[config.mk]
export PLATFORM = sky130hd
export DESIGN_NAME = docf_top
export DESIGN_NICKNAME = d
export VERILOG_FILES = /design/src/verilog/docf_pkg.sv /design/src/verilog/docf_chan_decode.sv /design/src/verilog/docf_crc_scan.sv /design/src/verilog/docf_top.sv
export SDC_FILE = /design/constraint.sdc
export NUM_CORES = 1
export LEC_CHECK = 0
export ABC_CLOCK_PERIOD_IN_PS = 6640
export BUFFER_PORTS_ARGS = -buffer_cell sky130_fd_sc_hd__buf_2
export CAP_MARGIN = 40
export CORE_UTILIZATION = 30
export DETAILED_ROUTE_END_ITERATION = 10
export SYNTH_ARGS = -nofsm -noshare
export SYNTH_HDL_FRONTEND = slang
export SYNTH_SLANG_ARGS = --single-unit
[constraint.sdc]
create_clock -name CORE_CLK_I -period 6.64 [get_ports CORE_CLK_I]
set_input_delay 0.332 -clock CORE_CLK_I [delete_from_list [all_inputs] [get_ports CORE_CLK_I]]
set_output_delay 0.332 -clock CORE_CLK_I [all_outputs]
set_load 0.03 [all_outputs]
[src/verilog/docf_pkg.sv]
// Purpose: Shared constants and types for output config and fault alarm
// Assumes: 32-bit AXI4-Lite register access, one word per register
// Notes: Offsets are byte addresses of aligned words
package docf_pkg;
  localparam int NUM_CH = 6;
  // Register byte offsets
  localparam logic [7:0] OFS_RANGE_BASE = 8'h00;
  localparam logic [7:0] OFS_DAMP_BASE = 8'h20;
  localparam logic [7:0] OFS_CHAN_CFG = 8'h40;
  localparam logic [7:0] OFS_ALARM_CFG = 8'h44;
  localparam logic [7:0] OFS_STATUS = 8'h48;
  localparam logic [7:0] OFS_SWRST = 8'h4c;
  localparam logic [7:0] OFS_TEMP = 8'h50;
  localparam logic [7:0] OFS_CHAN_STATE = 8'h54;
  // Range register fields
  localparam int RNG_MODE_LSB = 0;
  localparam int RNG_MODE_W = 2;
  localparam int RNG_TRIM_LSB = 2;
  localparam int RNG_TRIM_W = 6;
  localparam int DAMP_W = 4;
  // Alarm configuration bits
  localparam int ACFG_OPEN_DRAIN = 0;
  localparam int ACFG_THERM_SD_EN = 1;
  localparam int ACFG_CRC_MASK = 2;
  localparam int ACFG_OT_MASK = 3;
  localparam int ACFG_TW_MASK = 4;
  // Status bits
  localparam int STAT_CRC = 0;
  localparam int STAT_TW = 1;
  localparam int STAT_OT = 2;
  // Soft reset bits
  localparam int SWRST_LOWER = 0;
  localparam int SWRST_UPPER = 7;
  // Reset values
  localparam logic [7:0] RANGE_RST = 8'h00;
  localparam logic [3:0] DAMP_RST = 4'h0;
  localparam logic [5:0] SHDN_RST = 6'h3f;
  localparam logic [4:0] ACFG_RST = 5'h00;
  // Range mode codes
  localparam logic [1:0] MODE_C0_SRC300 = 2'h0;
  localparam logic [1:0] MODE_C0_SNK60 = 2'h1;
  localparam logic [1:0] MODE_C0_BIPOLAR = 2'h2;
  localparam logic [1:0] MODE_C1_140_LOWHR = 2'h1;
  localparam logic [1:0] MODE_C1_140_LOWN = 2'h2;
  localparam logic [1:0] MODE_C1_250 = 2'h3;
  localparam logic [1:0] MODE_C2_55 = 2'h0;
  localparam logic [1:0] MODE_C2_150 = 2'h1;
  localparam logic [1:0] MODE_C345_45 = 2'h0;
  localparam logic [1:0] MODE_C345_100 = 2'h1;
  // Damping resistor codes
  localparam logic [3:0] DAMP_60R = 4'h0;
  localparam logic [3:0] DAMP_5K6 = 4'h5;
  localparam logic [3:0] DAMP_104K = 4'h9;
  localparam logic [7:0] TRIM_DENOM = 8'h80;
  // Temperature thresholds, degrees C on an 8-bit die reading
  localparam logic [7:0] TEMP_WARN_C = 8'd125;
  localparam logic [7:0] TEMP_OVER_C = 8'd145;
  localparam logic [7:0] TEMP_CLEAR_C = 8'd120;
  // Background check period
  localparam int CRC_PERIOD_US = 10;
  localparam int CLK_MHZ = 125;
  localparam int CRC_PERIOD_CYC = CRC_PERIOD_US * CLK_MHZ;

  typedef enum logic [2:0] {
    RSEL_RESERVED, RSEL_SRC, RSEL_SNK, RSEL_BIPOLAR
  } docf_kind_t;

  typedef struct packed {
    logic [RNG_TRIM_W-1:0] trim;
    logic [RNG_MODE_W-1:0] mode;
  } docf_range_t;

  typedef struct packed {
    logic [10:0] fs_ma;       // Effective full scale, mA
    logic sourcing_only;
    logic valid;              // Code not reserved
  } docf_chan_out_t;
endpackage

[src/verilog/docf_chan_decode.sv]
// Purpose: Per-channel decode of range mode, damping code and trim
// Assumes: Channel index is a constant parameter
// Notes: Full scale in whole mA, rounded down
`timescale 1ns/1ns
`default_nettype none
module docf_chan_decode
  import docf_pkg::*;
#(
  parameter int CH = 0
) (
  input wire docf_range_t range_i,
  input wire logic [DAMP_W-1:0] damp_i,
  output docf_chan_out_t dec_o,
  output logic damp_ok_o
);
  logic [8:0] nom;
  logic src_only;
  logic mode_ok;
  logic [15:0] prod;

  always_comb begin
    nom = 9'd0;
    src_only = 1'b1;
    mode_ok = 1'b1;
    case (CH)
      0: begin
        case (range_i.mode)
          MODE_C0_SRC300: nom = 9'd300;
          MODE_C0_SNK60: begin
            nom = 9'd60;
            src_only = 1'b0;
          end
          MODE_C0_BIPOLAR: begin
            nom = 9'd300;
            src_only = 1'b0;
          end
          default: mode_ok = 1'b0;
        endcase
      end
      1: begin
        case (range_i.mode)
          MODE_C1_140_LOWHR: nom = 9'd140;
          MODE_C1_140_LOWN: nom = 9'd140;
          MODE_C1_250: nom = 9'd250;
          default: mode_ok = 1'b0;
        endcase
      end
      2: begin
        case (range_i.mode)
          MODE_C2_55: nom = 9'd55;
          MODE_C2_150: nom = 9'd150;
          default: mode_ok = 1'b0;
        endcase
      end
      default: begin
        case (range_i.mode)
          MODE_C345_45: nom = 9'd45;
          MODE_C345_100: nom = 9'd100;
          default: mode_ok = 1'b0;
        endcase
      end
    endcase
  end

  // Scale sourcing-only ranges by (128 - x) / 128, others keep nom
  assign prod = src_only ? 16'(nom) * (16'(TRIM_DENOM) - 16'(range_i.trim)) : {nom, 7'h00};

  always_comb begin
    dec_o.fs_ma = prod[15:5] >> 2;
    dec_o.sourcing_only = src_only;
    dec_o.valid = mode_ok;
  end

  assign damp_ok_o = (damp_i == DAMP_60R) || (damp_i >= DAMP_5K6 && damp_i <= DAMP_104K);
endmodule
`default_nettype wire

[src/verilog/docf_crc_scan.sv]
// Purpose: Periodic background CRC over the configuration image
// Assumes: Reference is latched when software writes configuration
// Notes: Pulses fail_o for one cycle on mismatch
`timescale 1ns/1ns
`default_nettype none
module docf_crc_scan
  import docf_pkg::*;
(
  input wire logic clk_i,
  input wire logic rst_i,
  input wire logic [63:0] image_i,
  input wire logic reload_i,
  output logic fail_o
);
  logic [15:0] ref_q;
  logic [15:0] timer_q;
  logic [7:0] crc;
  logic load_q;

  function automatic logic [7:0] crc8(input logic [63:0] d);
    logic [7:0] c;
    c = 8'hff;
    for (int i = 63; i >= 0; i--) begin
      c = {c[6:0], 1'b0} ^ ((c[7] ^ d[i]) ? 8'h07 : 8'h00);
    end
    return c;
  endfunction

  assign crc = crc8(image_i);

  // Reference taken once the written value has landed
  always_ff @(posedge clk_i) begin
    load_q <= rst_i || reload_i;
  end

  always_ff @(posedge clk_i) begin
    if (load_q) begin
      ref_q <= {8'h00, crc};
    end
  end

  always_ff @(posedge clk_i) begin
    if (rst_i || reload_i || load_q) begin
      timer_q <= 16'h0000;
    end else if (timer_q == 16'(CRC_PERIOD_CYC - 1)) begin
      timer_q <= 16'h0000;
    end else begin
      timer_q <= timer_q + 16'h0001;
    end
  end

  always_ff @(posedge clk_i) begin
    if (rst_i) begin
      fail_o <= 1'b0;
    end else begin
      fail_o <= !reload_i && (timer_q == 16'(CRC_PERIOD_CYC - 1)) && (crc != ref_q[7:0]);
    end
  end
endmodule
`default_nettype wire

[src/verilog/docf_top.sv]
// Purpose: Output configuration and fault alarm control, AXI4-Lite slave
// Assumes: Die temperature arrives as an 8-bit degrees C reading
// Notes: Alarm pin is active low, optionally open drain
`timescale 1ns/1ns
`default_nettype none
module docf_top
  import docf_pkg::*;
(
  input wire logic CORE_CLK_I,
  input wire logic SYS_RST_I,
  input wire logic [7:0] S_AXI_AWADDR_I,
  input wire logic S_AXI_AWVALID_I,
  output logic S_AXI_AWREADY_O,
  input wire logic [31:0] S_AXI_WDATA_I,
  input wire logic [3:0] S_AXI_WSTRB_I,
  input wire logic S_AXI_WVALID_I,
  output logic S_AXI_WREADY_O,
  output logic [1:0] S_AXI_BRESP_O,
  output logic S_AXI_BVALID_O,
  input wire logic S_AXI_BREADY_I,
  input wire logic [7:0] S_AXI_ARADDR_I,
  input wire logic S_AXI_ARVALID_I,
  output logic S_AXI_ARREADY_O,
  output logic [31:0] S_AXI_RDATA_O,
  output logic [1:0] S_AXI_RRESP_O,
  output logic S_AXI_RVALID_O,
  input wire logic S_AXI_RREADY_I,
  input wire logic [7:0] DIE_TEMP_I,
  output logic ALARM_N_O,
  output logic ALARM_N_OE_N_O,
  output logic [NUM_CH-1:0] CHAN_SHUTDOWN_O,
  output logic [NUM_CH*11-1:0] CHAN_FS_MA_O,
  output logic [NUM_CH*DAMP_W-1:0] CHAN_DAMP_O
);
  docf_range_t range_q [NUM_CH];
  logic [DAMP_W-1:0] damp_q [NUM_CH];
  logic [NUM_CH-1:0] shdn_q;
  logic [4:0] acfg_q;
  logic stat_crc_q, stat_tw_q, stat_ot_q;
  logic pend_crc_q, pend_tw_q, pend_ot_q;
  logic therm_sd_q;
  logic tw_prev_q, ot_prev_q;
  logic aw_got_q, w_got_q;
  logic [7:0] aw_addr_q;
  logic [31:0] w_data_q;
  logic [3:0] w_strb_q;
  logic soft_rst;
  logic cfg_rst;
  logic wr_fire, rd_fire;
  logic [7:0] wa;
  logic wr_ok, rd_ok;
  logic status_read;
  logic crc_fail;
  logic alarm_n_d;
  logic [31:0] rd_val;
  logic tw_hot, ot_hot, cool;
  docf_chan_out_t dec [NUM_CH];
  logic [NUM_CH-1:0] damp_ok;
  logic [NUM_CH-1:0] mode_ok;
  logic [63:0] image;

  ////////////////////////////////////////////////////////////////////////
  // AXI4-Lite write path
  assign S_AXI_AWREADY_O = !aw_got_q && !S_AXI_BVALID_O;
  assign S_AXI_WREADY_O = !w_got_q && !S_AXI_BVALID_O;
  assign wr_fire = aw_got_q && w_got_q && !S_AXI_BVALID_O;
  assign wa = aw_addr_q;

  always_ff @(posedge CORE_CLK_I) begin
    if (SYS_RST_I) begin
      aw_got_q <= 1'b0;
      w_got_q <= 1'b0;
      aw_addr_q <= 8'h00;
      w_data_q <= 32'h0000_0000;
      w_strb_q <= 4'h0;
    end else begin
      if (S_AXI_AWVALID_I && S_AXI_AWREADY_O) begin
        aw_got_q <= 1'b1;
        aw_addr_q <= S_AXI_AWADDR_I;
      end else if (wr_fire) begin
        aw_got_q <= 1'b0;
      end
      if (S_AXI_WVALID_I && S_AXI_WREADY_O) begin
        w_got_q <= 1'b1;
        w_data_q <= S_AXI_WDATA_I;
        w_strb_q <= S_AXI_WSTRB_I;
      end else if (wr_fire) begin
        w_got_q <= 1'b0;
      end
    end
  end

  always_comb begin
    wr_ok = 1'b0;
    if (wa[1:0] == 2'b00) begin
      if (wa < OFS_RANGE_BASE + 8'(NUM_CH * 4)) begin
        wr_ok = 1'b1;
      end else if (wa >= OFS_DAMP_BASE && wa < OFS_DAMP_BASE + 8'(NUM_CH * 4)) begin
        wr_ok = 1'b1;
      end else if (wa == OFS_CHAN_CFG || wa == OFS_ALARM_CFG || wa == OFS_SWRST) begin
        wr_ok = 1'b1;
      end
    end
  end

  always_ff @(posedge CORE_CLK_I) begin
    if (SYS_RST_I) begin
      S_AXI_BVALID_O <= 1'b0;
      S_AXI_BRESP_O <= 2'b00;
    end else if (wr_fire) begin
      S_AXI_BVALID_O <= 1'b1;
      S_AXI_BRESP_O <= wr_ok ? 2'b00 : 2'b10;
    end else if (S_AXI_BREADY_I) begin
      S_AXI_BVALID_O <= 1'b0;
    end
  end

  assign soft_rst = wr_fire && (wa == OFS_SWRST) && w_strb_q[0] &&
                    w_data_q[SWRST_LOWER] && w_data_q[SWRST_UPPER];
  assign cfg_rst = SYS_RST_I || soft_rst;

  ////////////////////////////////////////////////////////////////////////
  // Configuration registers
  always_ff @(posedge CORE_CLK_I) begin
    for (int c = 0; c < NUM_CH; c++) begin
      if (cfg_rst) begin
        range_q[c] <= RANGE_RST;
        damp_q[c] <= DAMP_RST;
      end else if (wr_fire && w_strb_q[0]) begin
        if (wa == OFS_RANGE_BASE + 8'(c * 4)) begin
          range_q[c] <= w_data_q[7:0];
        end
        if (wa == OFS_DAMP_BASE + 8'(c * 4)) begin
          damp_q[c] <= w_data_q[DAMP_W-1:0];
        end
      end
    end
  end

  always_ff @(posedge CORE_CLK_I) begin
    if (cfg_rst) begin
      shdn_q <= SHDN_RST;
      acfg_q <= ACFG_RST;
    end else if (wr_fire && w_strb_q[0]) begin
      if (wa == OFS_CHAN_CFG) begin
        shdn_q <= w_data_q[NUM_CH-1:0];
      end
      if (wa == OFS_ALARM_CFG) begin
        acfg_q <= w_data_q[4:0];
      end
    end
  end

  ////////////////////////////////////////////////////////////////////////
  // Channel decode
  for (genvar g = 0; g < NUM_CH; g++) begin : g_ch
    docf_chan_decode #(.CH(g)) u_dec (
      .range_i(range_q[g]),
      .damp_i(damp_q[g]),
      .dec_o(dec[g]),
      .damp_ok_o(damp_ok[g])
    );
    assign mode_ok[g] = dec[g].valid;
    assign image[g*8 +: 8] = range_q[g];
  end
  assign image[63:48] = {2'b00, shdn_q, 3'b000, acfg_q};

  always_ff @(posedge CORE_CLK_I) begin
    if (SYS_RST_I) begin
      CHAN_SHUTDOWN_O <= SHDN_RST;
      CHAN_FS_MA_O <= '0;
      CHAN_DAMP_O <= '0;
    end else begin
      for (int c = 0; c < NUM_CH; c++) begin
        CHAN_SHUTDOWN_O[c] <= shdn_q[c] || therm_sd_q;
        CHAN_FS_MA_O[c*11 +: 11] <= mode_ok[c] ? dec[c].fs_ma : 11'h000;
        CHAN_DAMP_O[c*DAMP_W +: DAMP_W] <= damp_q[c];
      end
    end
  end

  ////////////////////////////////////////////////////////////////////////
  // Background CRC
  docf_crc_scan u_crc (
    .clk_i(CORE_CLK_I),
    .rst_i(cfg_rst),
    .image_i(image),
    .reload_i(wr_fire && wr_ok && wa != OFS_SWRST),
    .fail_o(crc_fail)
  );

  ////////////////////////////////////////////////////////////////////////
  // Temperature and fault flags
  assign tw_hot = DIE_TEMP_I >= TEMP_WARN_C;
  assign ot_hot = DIE_TEMP_I >= TEMP_OVER_C;
  assign cool = DIE_TEMP_I < TEMP_CLEAR_C;

  always_ff @(posedge CORE_CLK_I) begin
    if (cfg_rst) begin
      stat_crc_q <= 1'b0;
      therm_sd_q <= 1'b0;
    end else begin
      if (crc_fail) begin
        stat_crc_q <= 1'b1;
      end
      if (ot_hot && acfg_q[ACFG_THERM_SD_EN]) begin
        therm_sd_q <= 1'b1;
      end
    end
  end

  always_ff @(posedge CORE_CLK_I) begin
    if (cfg_rst) begin
      stat_tw_q <= 1'b0;
      stat_ot_q <= 1'b0;
    end else begin
      if (tw_hot) begin
        stat_tw_q <= 1'b1;
      end else if (cool) begin
        stat_tw_q <= 1'b0;
      end
      if (ot_hot) begin
        stat_ot_q <= 1'b1;
      end else if (cool) begin
        stat_ot_q <= 1'b0;
      end
    end
  end

  always_ff @(posedge CORE_CLK_I) begin
    if (cfg_rst) begin
      tw_prev_q <= 1'b0;
      ot_prev_q <= 1'b0;
    end else begin
      tw_prev_q <= tw_hot;
      ot_prev_q <= ot_hot;
    end
  end

  // Latched events, set wins over read
  always_ff @(posedge CORE_CLK_I) begin
    if (cfg_rst) begin
      pend_crc_q <= 1'b0;
      pend_tw_q <= 1'b0;
      pend_ot_q <= 1'b0;
    end else begin
      if (crc_fail) begin
        pend_crc_q <= 1'b1;
      end else if (status_read) begin
        pend_crc_q <= 1'b0;
      end
      if (tw_hot && !tw_prev_q) begin
        pend_tw_q <= 1'b1;
      end else if (status_read) begin
        pend_tw_q <= 1'b0;
      end
      if (ot_hot && !ot_prev_q) begin
        pend_ot_q <= 1'b1;
      end else if (status_read) begin
        pend_ot_q <= 1'b0;
      end
    end
  end

  assign alarm_n_d = !((pend_crc_q && !acfg_q[ACFG_CRC_MASK]) ||
                       (pend_tw_q && !acfg_q[ACFG_TW_MASK]) ||
                       (pend_ot_q && !acfg_q[ACFG_OT_MASK]));

  always_ff @(posedge CORE_CLK_I) begin
    if (SYS_RST_I) begin
      ALARM_N_O <= 1'b1;
      ALARM_N_OE_N_O <= 1'b0;
    end else begin
      ALARM_N_O <= alarm_n_d;
      // Enable follows the new level, so an active alarm is driven
      ALARM_N_OE_N_O <= acfg_q[ACFG_OPEN_DRAIN] && alarm_n_d;
    end
  end

  ////////////////////////////////////////////////////////////////////////
  // AXI4-Lite read path
  assign S_AXI_ARREADY_O = !S_AXI_RVALID_O;
  assign rd_fire = S_AXI_ARVALID_I && S_AXI_ARREADY_O;
  assign status_read = rd_fire && S_AXI_ARADDR_I == OFS_STATUS;

  always_comb begin
    rd_val = 32'h0000_0000;
    rd_ok = 1'b1;
    if (S_AXI_ARADDR_I[1:0] != 2'b00) begin
      rd_ok = 1'b0;
    end else if (S_AXI_ARADDR_I < OFS_RANGE_BASE + 8'(NUM_CH * 4)) begin
      rd_val = {24'h000000, range_q[S_AXI_ARADDR_I[4:2]]};
    end else if (S_AXI_ARADDR_I >= OFS_DAMP_BASE && S_AXI_ARADDR_I < OFS_DAMP_BASE + 8'(NUM_CH * 4)) begin
      rd_val = {28'h0000000, damp_q[S_AXI_ARADDR_I[4:2]]};
    end else begin
      case (S_AXI_ARADDR_I)
        OFS_CHAN_CFG: rd_val = {26'h0000000, shdn_q};
        OFS_ALARM_CFG: rd_val = {27'h0000000, acfg_q};
        OFS_STATUS: rd_val = {28'h0000000, therm_sd_q, stat_ot_q, stat_tw_q, stat_crc_q};
        OFS_SWRST: rd_val = 32'h0000_0000;
        OFS_TEMP: rd_val = {24'h000000, DIE_TEMP_I};
        OFS_CHAN_STATE: rd_val = {20'h00000, damp_ok, mode_ok};
        default: rd_ok = 1'b0;
      endcase
    end
  end

  always_ff @(posedge CORE_CLK_I) begin
    if (SYS_RST_I) begin
      S_AXI_RVALID_O <= 1'b0;
      S_AXI_RDATA_O <= 32'h0000_0000;
      S_AXI_RRESP_O <= 2'b00;
    end else if (rd_fire) begin
      S_AXI_RVALID_O <= 1'b1;
      S_AXI_RDATA_O <= rd_val;
      S_AXI_RRESP_O <= rd_ok ? 2'b00 : 2'b10;
    end else if (S_AXI_RREADY_I) begin
      S_AXI_RVALID_O <= 1'b0;
    end
  end
endmodule
`default_nettype wire
==> results.json <==
{
  "cp-start-kind": "flip-flop",
  "wl_per_cell_um": 14.8,
  "grt_use_total": 0.137,
  "post-synth-top-area-cell": "ha_1",
  "rows": 93,
  "synthToLayoutAreaGrowth_pct": 13.4,
  "wirelength_um": 45300,
  "placed_cells": 2991,
  "powerDensity_mw_per_mm2": 274,
  "crit_path_max_incr_delay_ps": 610,
  "route.detailed.drc": 0,
  "ios": 206,
  "start_util": 0.304,
  "gr-total-overflow": 0,
  "coreArea_mm2": 0.0645,
  "leakagePower_nw": 10.7,
  "drive_gt1_frac": 0.114,
  "synth-edff-count": 80,
  "via_per_inst": 4.52,
  "crit_fanout": 18,
  "crit_arrival_ps": 6260,
  "yosysUniqueCellTypes": 64,
  "tns_ps": 0,
  "max_cap_viol_count": 0,
  "async_flop_share": 0,
  "grt_pass1_wl_um": 73600,
  "clock-root-buffer": "clkbuf_16",
  "path_class": "flip-flop to flip-flop",
  "irDropWorstVdd_uv": 276,
  "period_needed_ps": 5810,
  "n_antenna_cell": 0,
  "layout.nets": 2612,
  "synth_warnings": 0,
  "antenna_found_initial": 1,
  "synth.avg_cell_area_um2": 9.55,
  "htree_levels": 1,
  "post-dp-hpwl_um": 36300,
  "yosysSeqAreaShare": 0.285,
  "cts_tree": "done",
  "grt_max_degree": 60,
  "port_buffers": 144,
  "clockBufferDepth": 3,
  "setup_viol": 0,
  "insertion_delay_ps": 610,
  "worstMarginPinSlew_ps": 766,
  "rsz0062_at_grt": "no",
  "endpoint_kind": "flip-flop",
  "drt_iter0_drc": 620,
  "min_path_type": "input port to flip-flop",
  "slowest_stage": "ha_1",
  "stdcell_count": 3066,
  "synth.top_cell.area_share": 0.163,
  "grt_pass1_vias": 14300,
  "crit_top_cell": "a21oi_1",
  "period_share": 0.875,
  "cts_buffers": 30,
  "synth-seq-cells": 239,
  "cp.required_ps": 7080,
  "ctsResizeCount": 0,
  "fmax_mhz": 172,
  "drv_slew": 0,
  "max_slew_margin": 0.483,
  "finalClockSkew_ps": 27.3,
  "ant_nets": 0,
  "dieWidth_um": 258,
  "dieHeight_um": 258,
  "synthFlopType": "dfxtp_1",
  "cp_cell_sequence": "inv_1 -> ha_1 -> nor2b_1 -> fa_1 -> ha_1 -> ha_1 -> inv_1 -> fa_1 -> inv_1 -> ha_1 -> and3_1 -> a31o_2 -> a21oi_1 -> o21bai_1 -> a21oi_1 -> o21bai_1 -> a21oi_1 -> o21bai_1 -> a21oi_1 -> o21bai_1 -> a21oi_1 -> xnor2_1 -> nor3_1",
  "die_area_mm2": 0.0664,
  "vias": 13900,
  "netlist_area_mm2": 0.0196,
  "routabilityCongestion": 0.913,
  "synthCells": 2052,
  "drt_pre_antenna_iters": 5,
  "numClockSinks": 239,
  "status": "finished clean",
  "synth.area.top_cells": "ha_1, dfxtp_1, edfxtp_1",
  "clk_pin_slew_ps": 60,
  "hold_viol_final": 0
}
-- per-stage QoR --
stage / power [mW] / area, µm² / setup WS [ps] / hold slack [ps] / util
3_5_place_dp: 4.50 / 21100 / 819 / 411 / 0.327
6_report: 6.09 / 22200 / 827 / 39.2 / 0.345
4_1_cts: 6.18 / 22200 / 810 / 3.18 / 0.345
3_3_place_gp: 4.44 / 21000 / 929 / 405 / 0.326
2_1_floorplan: 3.99 / 19700 / 1400 / 399 / -
5_1_grt: 6.53 / 22200 / 329 / 29.5 / 0.345
-- critical path: cells and delay by family (launching register included) --
kind	cells	cell delay (ps)
fa+ha+maj	6	2490
compound gates	10	1950
flops	1	480
simple gates	3	410
buf+inv	3	180
xor+xnor	1	140
-- what timing repair did --
item	in CTS	in global routing
endpoints found under the hold margin	18	0
hold buffers	19	0
buffers inserted	0	0
-- worst paths after layout --
check	startpoint	to	slack [ps]	depth (start not counted)
setup reg to reg	range_q[1][1]	CHAN_FS_MA_O[19]	830	23
setup / recovery	range_q[1][1]	CHAN_FS_MA_O[19]	830	23
hold reg to reg	tw_prev_q	pend_tw_q	410	1
hold / removal	S_AXI_WDATA_I[0]	w_data_q[0]	40	3
-- state kept, by name, summed over array words and instances, names as in the netlist, 8 cells and up --
| name | cells |
|---|---|
| aw_addr_q | 8 |
| w_data_q | 8 |
| S_AXI_RDATA_O | 12 |
| damp_q | 24 |
| CHAN_FS_MA_O | 54 |
| u_crc.ref_q | 8 |
| u_crc.timer_q | 16 |
| range_q | 48 |
| CHAN_DAMP_O | 24 |
-- cell usage after synthesis, drive strengths merged, types with 6 or more instances --
cell	number
buf	49
a21o	10
o211ai	7
a211oi	7
xor2	58
nor2	170
xnor3	12
fa	103
or3	18
clkbuf	59
dfxtp	159
ha	255
nor4	6
a31oi	7
edfxtp	80
inv	277
and3	9
xnor2	170
nor3	42
a22oi	6
a21oi	74
or2	9
nor2b	46
mux4	13
o21bai	19
nor3b	13
and2	115
o21ai	34
nand2b	14
nand3	16
mux2i	26
nand2	119
-- power breakdown --
part | switching (mW) | internal, mW
Sequential | 0.0940 | 1.73
Clock | 0.678 | 0.934
Combinational | 1.51 | 1.14
Total | 2.29 | 3.80
-- routing by layer --
layer / up-vias / global-route usage / routed length, µm
met3: 69 / 0.0193 / 1930
met1: 6663 / 0.173 / 19600
met2: 250 / 0.241 / 22500
met5: - / 0 / 11
met4: 2 / 0.0424 / 1250
li1: 6886 / - / -
-- cells by family after synthesis --
logic type,synth area share
flip-flops,0.285
XOR/XNOR,0.123
other,0.000191
AO/OA/AOI/OAI,0.0590
multiplexers,0.0305
AND/OR/NAND/NOR,0.153
buffers and inverters,0.0815
adder cells (fa/ha/maj),0.268
-- layout make-up --
| cell class | count | area, µm² |
|---|---|---|
| clock buffers | 43 | 850 |
| well taps | 855 | 1070 |
| fillers | 6616 | 42200 |
| clock inverters | 13 | 136 |
| multi-input cells | 1461 | 12500 |
| repair buffers | 178 | 1010 |
| inverters | 277 | 1040 |
| flip-flops and latches | 239 | 5590 |
-- layout by cell type (no fill, tap or decap), types with 33 or more instances in the layout --
master,n
xnor2_1,159
fa_1,103
edfxtp_1,80
a21oi_1,74
dfxtp_1,159
conb_1,34
nor2_1,170
and2_1,115
nand2_1,119
nor2b_1,46
buf_2,148
xor2_1,54
o21ai_0,33
nor3_1,42
inv_1,277
ha_1,255
No activity file was read; power rests on OpenSTA's default activity.
